==> src/hw/fcs_regs.vh <==
/*
  constants for the flash command sequencer: command codes, state codes,
  status flag bit positions and widths.
  assumes inclusion by bare name from the design file.
*/
`ifndef FCS_REGS_VH
`define FCS_REGS_VH
// ---------------------------------------------------------------------
// command codes
// ---------------------------------------------------------------------
`define FCS_CMD_READ_ARRAY 8'hFF
`define FCS_CMD_WORD_PGM_A 8'h10
`define FCS_CMD_WORD_PGM_B 8'h40
`define FCS_CMD_BUF_PGM 8'hE8
`define FCS_CMD_ERASE_SETUP 8'h20
`define FCS_CMD_FACTORY_SETUP 8'h80
`define FCS_CMD_CONFIRM 8'hD0
`define FCS_CMD_SUSPEND 8'hB0
`define FCS_CMD_READ_STATUS 8'h70
`define FCS_CMD_CLEAR_STATUS 8'h50
`define FCS_CMD_READ_ID 8'h90
`define FCS_CMD_READ_QUERY 8'h98
`define FCS_CMD_LOCK_SETUP 8'h60
// ---------------------------------------------------------------------
// one-hot state codes
// ---------------------------------------------------------------------
`define FCS_NST 16
`define FCS_S_READY 16'h0001
`define FCS_S_LOCK_SETUP 16'h0002
`define FCS_S_WP_SETUP 16'h0004
`define FCS_S_WP_BUSY 16'h0008
`define FCS_S_WP_SUSP 16'h0010
`define FCS_S_BP_SETUP 16'h0020
`define FCS_S_BP_LOAD1 16'h0040
`define FCS_S_BP_LOAD2 16'h0080
`define FCS_S_BP_CONFIRM 16'h0100
`define FCS_S_BP_BUSY 16'h0200
`define FCS_S_BP_SUSP 16'h0400
`define FCS_S_ER_SETUP 16'h0800
`define FCS_S_ER_BUSY 16'h1000
`define FCS_S_ER_SUSP 16'h2000
`define FCS_S_ES_WP_SETUP 16'h4000
`define FCS_S_ES_WP_BUSY 16'h8000
// ---------------------------------------------------------------------
// read modes and status flag bits
// ---------------------------------------------------------------------
`define FCS_RM_ARRAY 2'h0
`define FCS_RM_IDENT 2'h1
`define FCS_RM_QUERY 2'h2
`define FCS_RM_STATUS 2'h3
`define FCS_SR_READY 7
`define FCS_SR_ERASE_SUSP 6
`define FCS_SR_ERASE_ERR 5
`define FCS_SR_PGM_ERR 4
`define FCS_SR_SUPPLY_ERR 3
`define FCS_SR_PGM_SUSP 2
`define FCS_SR_LOCK_ABORT 1
`define FCS_SR_RSVD 0
`define FCS_SR_RESET 8'h80
`endif

==> src/hw/fcs_sequencer.v <==
/*
  flash command sequencer: decodes command writes, steps the chip state,
  keeps a read mode per partition and the status flags.
  assumes cmd_we is a one-cycle strobe from logic on clk_sys; op_done,
  buf_full and vpp_bad come from internal array logic on the same clock.
  limitation: factory programming, one-time programmable setup and the
  buffered and lock paths nested in an erase suspend are not modelled;
  their codes leave the chip state alone.
*/
`include "fcs_regs.vh"
`default_nettype none
module fcs_sequencer #(
  parameter NPART = 8,
  parameter PW = 3
) (
  input wire clk_sys, // system clock
  input wire rstn, // asynchronous reset, active low
  input wire cmd_we, // one-cycle command write strobe
  input wire [7:0] cmd_code, // command code on the bus
  input wire [PW-1:0] cmd_part, // partition addressed by the write
  input wire op_done, // array operation finished
  input wire buf_full, // program buffer load complete
  input wire vpp_bad, // supply out of range during operation
  output reg [`FCS_NST-1:0] state_r, // chip state, one-hot
  output reg [7:0] status_flags_r, // status flags
  output reg [2*NPART-1:0] read_mode_r, // two bits per partition
  output reg [PW-1:0] active_part_r, // partition being programmed or erased
  output reg active_r, // a program or erase is under way
  output reg unlock_pulse_r, // one cycle: unlock the addressed block
  output reg start_pulse_r // one cycle: array operation begins
);
  // ---------------------------------------------------------------------
  // one-hot states, named here so the case below reads like the table
  // ---------------------------------------------------------------------
  // a stray multi-hot value falls to the default branch and back to ready on the next command write
  localparam [`FCS_NST-1:0] S_READY = `FCS_S_READY;
  localparam [`FCS_NST-1:0] S_LOCK_SETUP = `FCS_S_LOCK_SETUP;
  localparam [`FCS_NST-1:0] S_WP_SETUP = `FCS_S_WP_SETUP;
  localparam [`FCS_NST-1:0] S_WP_BUSY = `FCS_S_WP_BUSY;
  localparam [`FCS_NST-1:0] S_WP_SUSP = `FCS_S_WP_SUSP;
  localparam [`FCS_NST-1:0] S_BP_SETUP = `FCS_S_BP_SETUP;
  localparam [`FCS_NST-1:0] S_BP_LOAD1 = `FCS_S_BP_LOAD1;
  localparam [`FCS_NST-1:0] S_BP_LOAD2 = `FCS_S_BP_LOAD2;
  localparam [`FCS_NST-1:0] S_BP_CONFIRM = `FCS_S_BP_CONFIRM;
  localparam [`FCS_NST-1:0] S_BP_BUSY = `FCS_S_BP_BUSY;
  localparam [`FCS_NST-1:0] S_BP_SUSP = `FCS_S_BP_SUSP;
  localparam [`FCS_NST-1:0] S_ER_SETUP = `FCS_S_ER_SETUP;
  localparam [`FCS_NST-1:0] S_ER_BUSY = `FCS_S_ER_BUSY;
  localparam [`FCS_NST-1:0] S_ER_SUSP = `FCS_S_ER_SUSP;
  localparam [`FCS_NST-1:0] S_ES_WP_SETUP = `FCS_S_ES_WP_SETUP;
  localparam [`FCS_NST-1:0] S_ES_WP_BUSY = `FCS_S_ES_WP_BUSY;
  // states that hold the array: they gate op_done and pull ready low;
  // one mask keeps the ready bit and the completion path in step
  localparam [`FCS_NST-1:0] BUSY_MASK = S_WP_BUSY | S_BP_BUSY | S_ER_BUSY |
    S_ES_WP_BUSY;
  reg [`FCS_NST-1:0] state_nxt;
  reg lock_err, seq_err, start_op, unlock;
  wire cmd_wp = (cmd_code == `FCS_CMD_WORD_PGM_A) ||
                (cmd_code == `FCS_CMD_WORD_PGM_B);
  wire cmd_cf = (cmd_code == `FCS_CMD_CONFIRM);
  wire cmd_sus = (cmd_code == `FCS_CMD_SUSPEND);
  wire cmd_clr = cmd_we && (cmd_code == `FCS_CMD_CLEAR_STATUS);
  wire busy_st = |(state_r & BUSY_MASK);
  wire busy_nxt = |(state_nxt & BUSY_MASK);
  // ---------------------------------------------------------------------
  // next state: read modes are deliberately not an input here
  // ---------------------------------------------------------------------
  always @* begin
    state_nxt = state_r;
    lock_err = 1'b0;
    seq_err = 1'b0;
    start_op = 1'b0;
    unlock = 1'b0;
    if (cmd_we) begin
      case (state_r)
        S_READY: begin
          // codes with no entry here leave the chip ready
          if (cmd_wp) state_nxt = S_WP_SETUP;
          else if (cmd_code == `FCS_CMD_BUF_PGM) state_nxt = S_BP_SETUP;
          else if (cmd_code == `FCS_CMD_ERASE_SETUP)
            state_nxt = S_ER_SETUP;
          else if (cmd_code == `FCS_CMD_LOCK_SETUP)
            state_nxt = S_LOCK_SETUP;
        end
        S_LOCK_SETUP: begin
          state_nxt = S_READY;
          if (cmd_cf) unlock = 1'b1;
          else lock_err = 1'b1;
        end
        // word program: any data write after setup starts it
        S_WP_SETUP: begin
          state_nxt = S_WP_BUSY;
          start_op = 1'b1;
        end
        S_WP_BUSY: if (cmd_sus) state_nxt = S_WP_SUSP;
        S_WP_SUSP: if (cmd_cf) state_nxt = S_WP_BUSY;
        // buffered program: two load steps, then wait for a full buffer
        S_BP_SETUP: state_nxt = S_BP_LOAD1;
        S_BP_LOAD1: state_nxt = S_BP_LOAD2;
        S_BP_LOAD2: if (buf_full) state_nxt = S_BP_CONFIRM;
        S_BP_CONFIRM: begin
          if (cmd_cf) begin
            state_nxt = S_BP_BUSY;
            start_op = 1'b1;
          end else begin
            state_nxt = S_READY;
            seq_err = 1'b1;
          end
        end
        S_BP_BUSY: if (cmd_sus) state_nxt = S_BP_SUSP;
        S_BP_SUSP: if (cmd_cf) state_nxt = S_BP_BUSY;
        // erase, and the word program nested inside its suspend
        S_ER_SETUP: begin
          if (cmd_cf) begin
            state_nxt = S_ER_BUSY;
            start_op = 1'b1;
          end else begin
            state_nxt = S_READY;
            seq_err = 1'b1;
          end
        end
        S_ER_BUSY: if (cmd_sus) state_nxt = S_ER_SUSP;
        S_ER_SUSP: begin
          // status, suspend and the rest keep the erase parked
          if (cmd_wp) state_nxt = S_ES_WP_SETUP;
          else if (cmd_cf) state_nxt = S_ER_BUSY;
        end
        S_ES_WP_SETUP: begin
          state_nxt = S_ES_WP_BUSY;
          start_op = 1'b1;
        end
        S_ES_WP_BUSY: ; // commands are ignored until the nested program ends
        default: state_nxt = S_READY;
      endcase
    end else if (op_done && busy_st) begin
      // completion returns to ready, or back to the suspended erase
      if (state_r == S_ES_WP_BUSY) state_nxt = S_ER_SUSP;
      else state_nxt = S_READY;
    end
  end
  // ---------------------------------------------------------------------
  // state, status flags and one-cycle strobes
  // ---------------------------------------------------------------------
  always @(posedge clk_sys or negedge rstn) begin
    if (!rstn) begin
      state_r <= `FCS_S_READY;
      status_flags_r <= `FCS_SR_RESET;
      active_r <= 1'b0;
      active_part_r <= {PW{1'b0}};
      unlock_pulse_r <= 1'b0;
      start_pulse_r <= 1'b0;
    end else begin
      state_r <= state_nxt;
      // strobes last one cycle; the sinks must not act on them twice
      unlock_pulse_r <= unlock;
      start_pulse_r <= start_op;
      // ready bit follows the next state, so it agrees with state_r
      status_flags_r[`FCS_SR_READY] <= !busy_nxt;
      status_flags_r[`FCS_SR_ERASE_SUSP] <= state_nxt == S_ER_SUSP;
      status_flags_r[`FCS_SR_PGM_SUSP] <=
        (state_nxt == S_WP_SUSP) || (state_nxt == S_BP_SUSP);
      // reserved bit reads zero
      status_flags_r[`FCS_SR_RSVD] <= 1'b0;
      // error flags: a new error beats a clear in the same cycle
      status_flags_r[`FCS_SR_LOCK_ABORT] <= lock_err ||
        (status_flags_r[`FCS_SR_LOCK_ABORT] && !cmd_clr);
      status_flags_r[`FCS_SR_PGM_ERR] <= seq_err ||
        (status_flags_r[`FCS_SR_PGM_ERR] && !cmd_clr);
      status_flags_r[`FCS_SR_ERASE_ERR] <= seq_err ||
        (status_flags_r[`FCS_SR_ERASE_ERR] && !cmd_clr);
      status_flags_r[`FCS_SR_SUPPLY_ERR] <= (vpp_bad && busy_st) ||
        (status_flags_r[`FCS_SR_SUPPLY_ERR] && !cmd_clr);
      // single owner of the array operation; nested program stays owned
      if (start_op && !active_r) begin
        active_r <= 1'b1;
        active_part_r <= cmd_part;
      end else if (state_nxt == S_READY) begin
        active_r <= 1'b0;
      end
    end
  end
  // ---------------------------------------------------------------------
  // per-partition read mode, held until a mode command hits it
  // ---------------------------------------------------------------------
  genvar gi;
  generate
    for (gi = 0; gi < NPART; gi = gi + 1) begin : g_part
      // partition index at the width of cmd_part
      localparam [PW-1:0] PIDX = gi;
      // a mode write lands in any state, busy included; the state machine
      // never reads these bits back
      always @(posedge clk_sys or negedge rstn) begin
        if (!rstn) begin
          read_mode_r[2*gi+1:2*gi] <= `FCS_RM_ARRAY;
        end else if (cmd_we && cmd_part == PIDX) begin
          if (cmd_code == `FCS_CMD_READ_ARRAY)
            read_mode_r[2*gi+1:2*gi] <= `FCS_RM_ARRAY;
          else if (cmd_code == `FCS_CMD_READ_ID)
            read_mode_r[2*gi+1:2*gi] <= `FCS_RM_IDENT;
          else if (cmd_code == `FCS_CMD_READ_QUERY)
            read_mode_r[2*gi+1:2*gi] <= `FCS_RM_QUERY;
          else if (cmd_code == `FCS_CMD_READ_STATUS)
            read_mode_r[2*gi+1:2*gi] <= `FCS_RM_STATUS;
        end
      end
    end
  endgenerate
endmodule // fcs_sequencer
`default_nettype wire
==> config.mk <==
export PLATFORM = sky130hd
export DESIGN_NAME = fcs_sequencer
export DESIGN_NICKNAME = d
export VERILOG_FILES = /design/src/hw/fcs_sequencer.v
export VERILOG_INCLUDE_DIRS = /design/src /design/src/hw
export SDC_FILE = /design/constraint.sdc
export NUM_CORES = 1
export LEC_CHECK = 0
export BUFFER_PORTS_ARGS = -buffer_cell sky130_fd_sc_hd__buf_2
export CAP_MARGIN = 0
export CELL_PAD_IN_SITES_DETAIL_PLACEMENT = 1
export CELL_PAD_IN_SITES_GLOBAL_PLACEMENT = 2
export CORE_ASPECT_RATIO = 0.5
export CORE_UTILIZATION = 25
export CTS_CLUSTER_DIAMETER = 120
export DETAILED_ROUTE_END_ITERATION = 12
export PLACE_DENSITY_LB_ADDON = 0.05
export SLEW_MARGIN = 30
export SYNTH_ARGS = -nofsm -noshare
export SYNTH_HDL_FRONTEND = slang
export SYNTH_SLANG_ARGS = --single-unit
==> constraint.sdc <==
create_clock -name clk_sys -period 4.2 [get_ports clk_sys]
set_clock_uncertainty 0.2 [all_clocks]
set_input_delay 0.21 -clock clk_sys [delete_from_list [all_inputs] [get_ports clk_sys]]
set_output_delay 0.21 -clock clk_sys [all_outputs]
set_load 0.01 [all_outputs]
==> results of run 1 <==
==> routing by layer <==
layer | vias to the layer above | track usage (%) | share of wire (%)
met5 | - | 0 | 0
met4 | 0 | 2.94 | 0.62
met3 | 7 | 5.40 | 7.8
met2 | 89 | 28.4 | 41
met1 | 1425 | 27.6 | 50
li1 | 1316 | - | -
==> final cells by class <==
| class | count | area (sq um) |
|---|---|---|
| clock buffers | 5 | 125 |
| clock inverters | 3 | 47.5 |
| fillers | 1316 | 7650 |
| inverters | 11 | 41.3 |
| multi-input cells | 237 | 1670 |
| flip-flops and latches | 45 | 1130 |
| well taps | 159 | 199 |
| repair buffers | 72 | 395 |
==> sequential cells by signal, summed over array words and instances, names as in the netlist <==
register	flops
read_mode_r	16
state_r	16
status_flags_r	7
active_part_r	3
active_r	1
start_pulse_r	1
unlock_pulse_r	1
==> how the worst min path moves through the flow <==
stage / depth (start not counted) / end / slack [ns] / from
CTS: 2 / active_part_r[0]$_DFFE_PN0P_ / 0.07 / cmd_part[0]
global route: 2 / active_part_r[1]$_DFFE_PN0P_ / 0.08 / cmd_part[1]
floorplan: 0 / active_part_r[0]$_DFFE_PN0P_ / -0.29 / rstn
detailed placement: 2 / read_mode_r[10]$_DFFE_PN0P_ / 0.16 / rstn
global placement: 2 / read_mode_r[10]$_DFFE_PN0P_ / 0.14 / rstn
finish: 2 / active_part_r[1]$_DFFE_PN0P_ / 0.08 / cmd_part[1]
==> cells by family (layout without fill, tap and decap cells) <==
| logic type | count (synthesis) | after routing | synth area share (%) |
|---|---|---|---|
| AOI/OAI and AO/OA | 60 | 60 | 15.5 |
| other | 1 | 1 | 0.127 |
| xor gates and xnor gates | 8 | 8 | 2.37 |
| DFF | 45 | 45 | 38.1 |
| muxes | 22 | 22 | 8.24 |
| buffers and inverters | 41 | 91 | 5.91 |
| and+or+nand+nor | 146 | 146 | 29.8 |
==> worst max-delay path: stages, from the launching register on <==
cell and delay [ns]:
dfrtp_1 0.54, or4_1 0.64, or4_1 0.56, o41ai_1 0.60, a21oi_1 0.07, or3b_1 0.44, mux2_1 0.34
==> cell usage after synthesis, drive strengths merged, types with 2 or more instances <==
| cell | n |
|---|---|
| dfrtp | 43 |
| nand2 | 26 |
| nor2 | 20 |
| mux2 | 19 |
| clkbuf | 18 |
| nand4 | 15 |
| nor3 | 14 |
| nor4 | 13 |
| buf | 12 |
| nor4b | 12 |
| o21ai | 12 |
| inv | 11 |
| a21oi | 10 |
| nand3 | 10 |
| or4 | 9 |
| xnor2 | 7 |
| o22ai | 6 |
| nand2b | 4 |
| nor3b | 4 |
| o31ai | 4 |
| or3b | 4 |
| a22o | 3 |
| and3 | 3 |
| mux2i | 3 |
| a21o | 2 |
| a221oi | 2 |
| a31oi | 2 |
| a41oi | 2 |
| and4 | 2 |
| dfstp | 2 |
| nand3b | 2 |
| o2111ai | 2 |
| o21a | 2 |
| o22a | 2 |
| o41ai | 2 |
| or2 | 2 |
| or3 | 2 |
| or4b | 2 |
==> power by group <==
group | switching (mW) | internal, mW
Sequential | 0.0258 | 0.457
Combinational | 0.183 | 0.115
Clock | 0.195 | 0.286
Total | 0.404 | 0.857
==> results_dict.tcl, run 1 <==
set metrics [dict create \
    first_pass_iters 4 \
    synth_area_per_cell_sq_um 9.17 \
    wl_mm 11.2 \
    dieWidth_um 156 \
    avgRoutedWirePerCell_um 21.1 \
    core_sq_um 11200 \
    finalInstanceArea_sq_um 3600 \
    dpl_worst_slack_ns 0.729 \
    hold_ws_ns 0.0810 \
    synth_cell_types 66 \
    slew_headroom_pct 42.7 \
    cts_sinks 45 \
    critPathArrivalTime_ns 3.50 \
    setup_ws_ns 0.674 \
    yosysTopAreaCell "dfrtp_1" \
    synthCells 323 \
    drv_slew 0 \
    power.density_nw_per_um2 350 \
    dp.cells 521 \
    reg2reg_depth 6 \
    crit_end "active_part_r[1]$_DFFE_PN0P_" \
    setup_viol 0 \
    synth_area_sq_um 2960 \
    path_class "flop to flop" \
    overflow 0 \
    area_growth_pct 21.7 \
    r2r_slack_ns 0.67 \
    rsz0062_at_grt "no" \
    clock_path_buffers 2 \
    setup_tns_ns 0 \
    status "finished, final reports clean" \
    drive_gt1_share_pct 29.8 \
    clk_latency_ns 0.30 \
    worst_pin_slew_ns 0.856 \
    ys_seq_elements 45 \
    io_pins 63 \
    grt_pass1_vias 2972 \
    dp_hpwl_mm 8.36 \
    cp_max_fo 9 \
    vias 2837 \
    syn_nets 340 \
    fin_crit_sh_pct 84.0 \
    finalNetCount 389 \
    antenna_found_initial 0 \
    numCtsBuffers 5 \
    power.total_mw 1.26 \
    start_util_pct 26.3 \
    required_ns 4.17 \
    synthArstFlopShare_pct 100 \
    viasPerCell 5.33 \
    synth_edf_count 0 \
    drv_cap 0 \
    htree_levels 2 \
    timing.rr.start "state_r[4]$_DFF_PN0_" \
    ys.flop_type "dfrtp_1" \
    finalHoldViolCount 0 \
    worst_setup_path_start_kind "flop" \
    timing.rr.end "active_part_r[1]$_DFFE_PN0P_" \
    ys_warn_count 0 \
    synthTopCellsByArea "dfrtp_1 36%, mux2_2 6.1%, nand2_1 3.3%, nor4b_1 3.3%, nand4_1 3.2%" \
    num_rows 27 \
    fin_cells 532 \
    peakVddDrop_mv 0.158 \
    grt_max_degree 46 \
    grt_pass1_wl_mm 17.6 \
    route.detailed.drc 0 \
    layout_common_cells "61 x buf_2, 43 x dfrtp_1, 26 x nand2_1, 20 x nor2_1, 16 x mux2_2" \
    post_cts_resized 0 \
    die_h_um 79.0 \
    p_leak_nw 1.65 \
    grt.total_usage_pct 19.1 \
    clk_pin_slew_ns 0.07 \
    dieArea_sq_um 12300 \
    post-route-min-period_ns 3.53 \
    worst_setup_path_end_kind "flop" \
    diodes 0 \
    drt_iter0_drc 133 \
    cts_root_buf "clkbuf_16" \
    synth-seq-area-share_pct 38.1 \
    ant_nets 0 \
    post_cts_buffers 0 \
    port_buffers 61 \
    cts_hold_buf 3 \
    worstHoldPathType "input pin to flop" \
    synth_top_area_share_pct 36.3 \
    final_util_pct 32.0 \
    cts_tree "yes" \
    place_congestion 0.857 \
    crit_start "state_r[4]$_DFF_PN0_" \
    layout_commonest_cell "buf_2" \
    post_dp_cell_area_sq_um 3400 \
    fmaxAchievable_mhz 284 \
]
No activity file was read; power rests on OpenSTA's default activity.
==> inputs of run 2 (changes only) <==
--- a/config.mk
+++ b/config.mk
@@ -6,6 +6,7 @@
 export SDC_FILE = /design/constraint.sdc
 export NUM_CORES = 1
 export LEC_CHECK = 0
+export ABC_AREA = 1
 export BUFFER_PORTS_ARGS = -buffer_cell sky130_fd_sc_hd__buf_2
 export CAP_MARGIN = 0
 export CELL_PAD_IN_SITES_DETAIL_PLACEMENT = 1
==> constraint.sdc (replaced) <==
create_clock -name clk_sys -period 3.6 [get_ports clk_sys]
set_clock_uncertainty 0.2 [all_clocks]
set_input_delay 0.18 -clock clk_sys [delete_from_list [all_inputs] [get_ports clk_sys]]
set_output_delay 0.18 -clock clk_sys [all_outputs]
set_load 0.01 [all_outputs]
==> run 2 against run 1 <==
First-iteration DRC count down 20%. Worst setup slack improved by 0.62 ns. Utilization up 0.071 points. Critical path type unchanged. Critical endpoint is now active_r$_DFFE_PN0P_.
==> results_dict.tcl, run 2 <==
set metrics [dict create \
    power_frac_seq_pct 38.2 \
    status "finished, final reports clean" \
    clk_pin_slew_ns 0.07 \
    syn_nets 425 \
    start_util_pct 26.3 \
    slew_headroom_pct 57.4 \
    cts_root_buf "clkbuf_16" \
    core_sq_um 11300 \
    synthCells 408 \
    rsz0062_at_grt "no" \
    post_cts_resized 0 \
    layout_common_cells "100 x nand2_1, 60 x buf_2, 55 x nor2_1, 43 x dfrtp_1, 40 x nand3_1" \
    setup_ws_ns 1.29 \
    grt_pass1_wl_mm 16.8 \
    numCtsBuffers 5 \
    ant_nets 0 \
    dieArea_sq_um 12300 \
    htree_levels 2 \
    drt_iter0_drc 106 \
    power.density_nw_per_um2 426 \
    antenna_found_initial 0 \
    cp_max_fo 5 \
    p_int_mw 1.02 \
    viasPerCell 4.57 \
    top_regs "read_mode_r x16, state_r x16, status_flags_r x7" \
    synth-seq-area-share_pct 38.0 \
    p_leak_nw 1.94 \
    dpl_worst_slack_ns 1.15 \
    synth_most_common_cell "nand2_1" \
    required_ns 3.57 \
    synthArstFlopShare_pct 100 \
    num_rows 27 \
    grt.total_usage_pct 18.0 \
    clock_path_buffers 2 \
    worst_setup_path_end_kind "flop" \
    ys_top_cells_by_count "100 x nand2_1, 55 x nor2_1, 43 x dfrtp_1" \
    setup_tns_ns 0 \
    place_congestion 0.839 \
    path_cells "inv_2 > nand4_1 > nand2_2 > inv_1 > o21ai_1 > nor2_1 > a21oi_2 > nand3_1 > nor2_2 > nand3_1 > nand2_1 > nand2_1" \
    sw_frac_of_total_pct 34.0 \
    power.total_mw 1.54 \
    cts_hold_buf 2 \
    drive_gt1_share_pct 29.8 \
    die_h_um 79.1 \
    ys_warn_count 0 \
    peakVddDrop_mv 0.165 \
    vias 2886 \
    drv_slew 0 \
    yosysTopAreaCell "dfrtp_1" \
    cts_sinks 45 \
    diodes 0 \
    area_growth_pct 22.0 \
    post-route-min-period_ns 2.31 \
    synth_top_area_share_pct 36.2 \
    cpMaxStageDelayCell "dfrtp_1" \
    port_buffers 61 \
    dp_hpwl_mm 8.37 \
    dieWidth_um 156 \
    route.detailed.drc 0 \
    grt_pass1_vias 2987 \
    worstHoldPathType "input pin to flop" \
    synth_edf_count 0 \
    first_pass_iters 4 \
    clk_latency_ns 0.29 \
    worst_pin_slew_ns 0.639 \
    synth_area_per_cell_sq_um 7.28 \
    drv_cap 0 \
    worst_setup_path_start_kind "flop" \
    ys_seq_elements 45 \
    crit_family "simple AND/OR/NAND/NOR gates" \
    synth_area_sq_um 2970 \
    overflow 0 \
    wl_mm 10.3 \
    power.switching_mw 0.525 \
    post_cts_buffers 0 \
    cpPeakStageDelay_ns 0.45 \
    fin_cells 632 \
    path_class "flop to flop" \
    hold_ws_ns 0.00692 \
    synth_cell_types 36 \
    ys.flop_type "dfrtp_1" \
    synthTopCellsByArea "dfrtp_1 36%, nand2_1 13%, nor2_1 7.0%, nand3_1 6.7%, inv_1 4.7%" \
    p_clk_share_pct 35.0 \
    finalNetCount 489 \
    fin_crit_sh_pct 64.1 \
    layout_commonest_cell "nand2_1" \
    grt_max_degree 46 \
    critPathArrivalTime_ns 2.28 \
    io_pins 63 \
    finalHoldViolCount 0 \
    cts_tree "yes" \
    fmaxAchievable_mhz 433 \
    worst-path-buf-inv 2 \
    setup_viol 0 \
    dp.cells 622 \
    power_frac_comb_pct 26.8 \
    avgRoutedWirePerCell_um 16.3 \
]
-- run 2: worst min-delay path: stages --
cell     delay [ns]
buf_2          0.13
inv_1          0.08
o21ai_1        0.07
-- run 2: metrics by stage --
stage | instance area [sq um] | util [%]
floorplan | 2970 | -
global placement | 3430 | 30.4
detailed placement | 3430 | 30.4
CTS | 3620 | 32.1
global route | 3620 | 32.1
finish | 3620 | 32.1
-- run 2: cell type report --
class,count,area [sq um]
fillers,1436,7660
flip-flops and latches,45,1130
clock inverters,3,46.3
clock buffers,5,125
inverters,48,193
well taps,159,199
multi-input cells,309,1600
repair buffers,63,328
-- run 2: logic make-up (layout without fill, tap and decap cells) --
group / count (synthesis) / in the layout / synth area share [%]
AND/OR/NAND/NOR: 262 / 262 / 44.9
buffers and inverters: 54 / 119 / 8.01
AO/OA/AOI/OAI: 46 / 46 / 8.93
flip-flops: 45 / 45 / 38.0
other: 1 / 1 / 0.126
-- run 2: worst paths after layout --
path / startpoint / endpoint / slack (ns) / cells after the start
setup reg to reg: state_r[3]$_DFF_PN0_ / active_r$_DFFE_PN0P_ / 1.29 / 12
setup / recovery: state_r[3]$_DFF_PN0_ / active_r$_DFFE_PN0P_ / 1.29 / 12
hold reg to reg: read_mode_r[8]$_DFFE_PN0P_ / read_mode_r[8]$_DFFE_PN0P_ / 0.28 / 2
min in group asynchronous: rstn / read_mode_r[11]$_DFFE_PN0P_ / 0.23 / 2
hold / removal: cmd_part[1] / active_part_r[1]$_DFFE_PN0P_ / 0.007 / 3
max in group asynchronous: rstn / state_r[9]$_DFF_PN0_ / 2.52 / 2
-- run 2: power by group through the flow --
| stage | clock, mW | combinational (mW) | sequential [mW] |
|---|---|---|---|
| final | 0.540 | 0.414 | 0.590 |
| after detailed placement | 0 | 0.416 | 0.602 |
| after CTS | 0.563 | 0.419 | 0.592 |
| after floorplan | 0 | 0.268 | 0.616 |
| after global routing | 0.584 | 0.465 | 0.598 |
| after global placement | 0 | 0.403 | 0.598 |
-- run 2: per-layer routing --
| layer | part of all wire, % | global-route usage [%] | vias up |
|---|---|---|---|
| met1 | 54 | 25.8 | 1386 |
| met2 | 42 | 28.0 | 54 |
| met5 | 0 | 0 | - |
| met3 | 4.0 | 4.20 | 5 |
| li1 | - | - | 1441 |
| met4 | 0.47 | 2.35 | 0 |
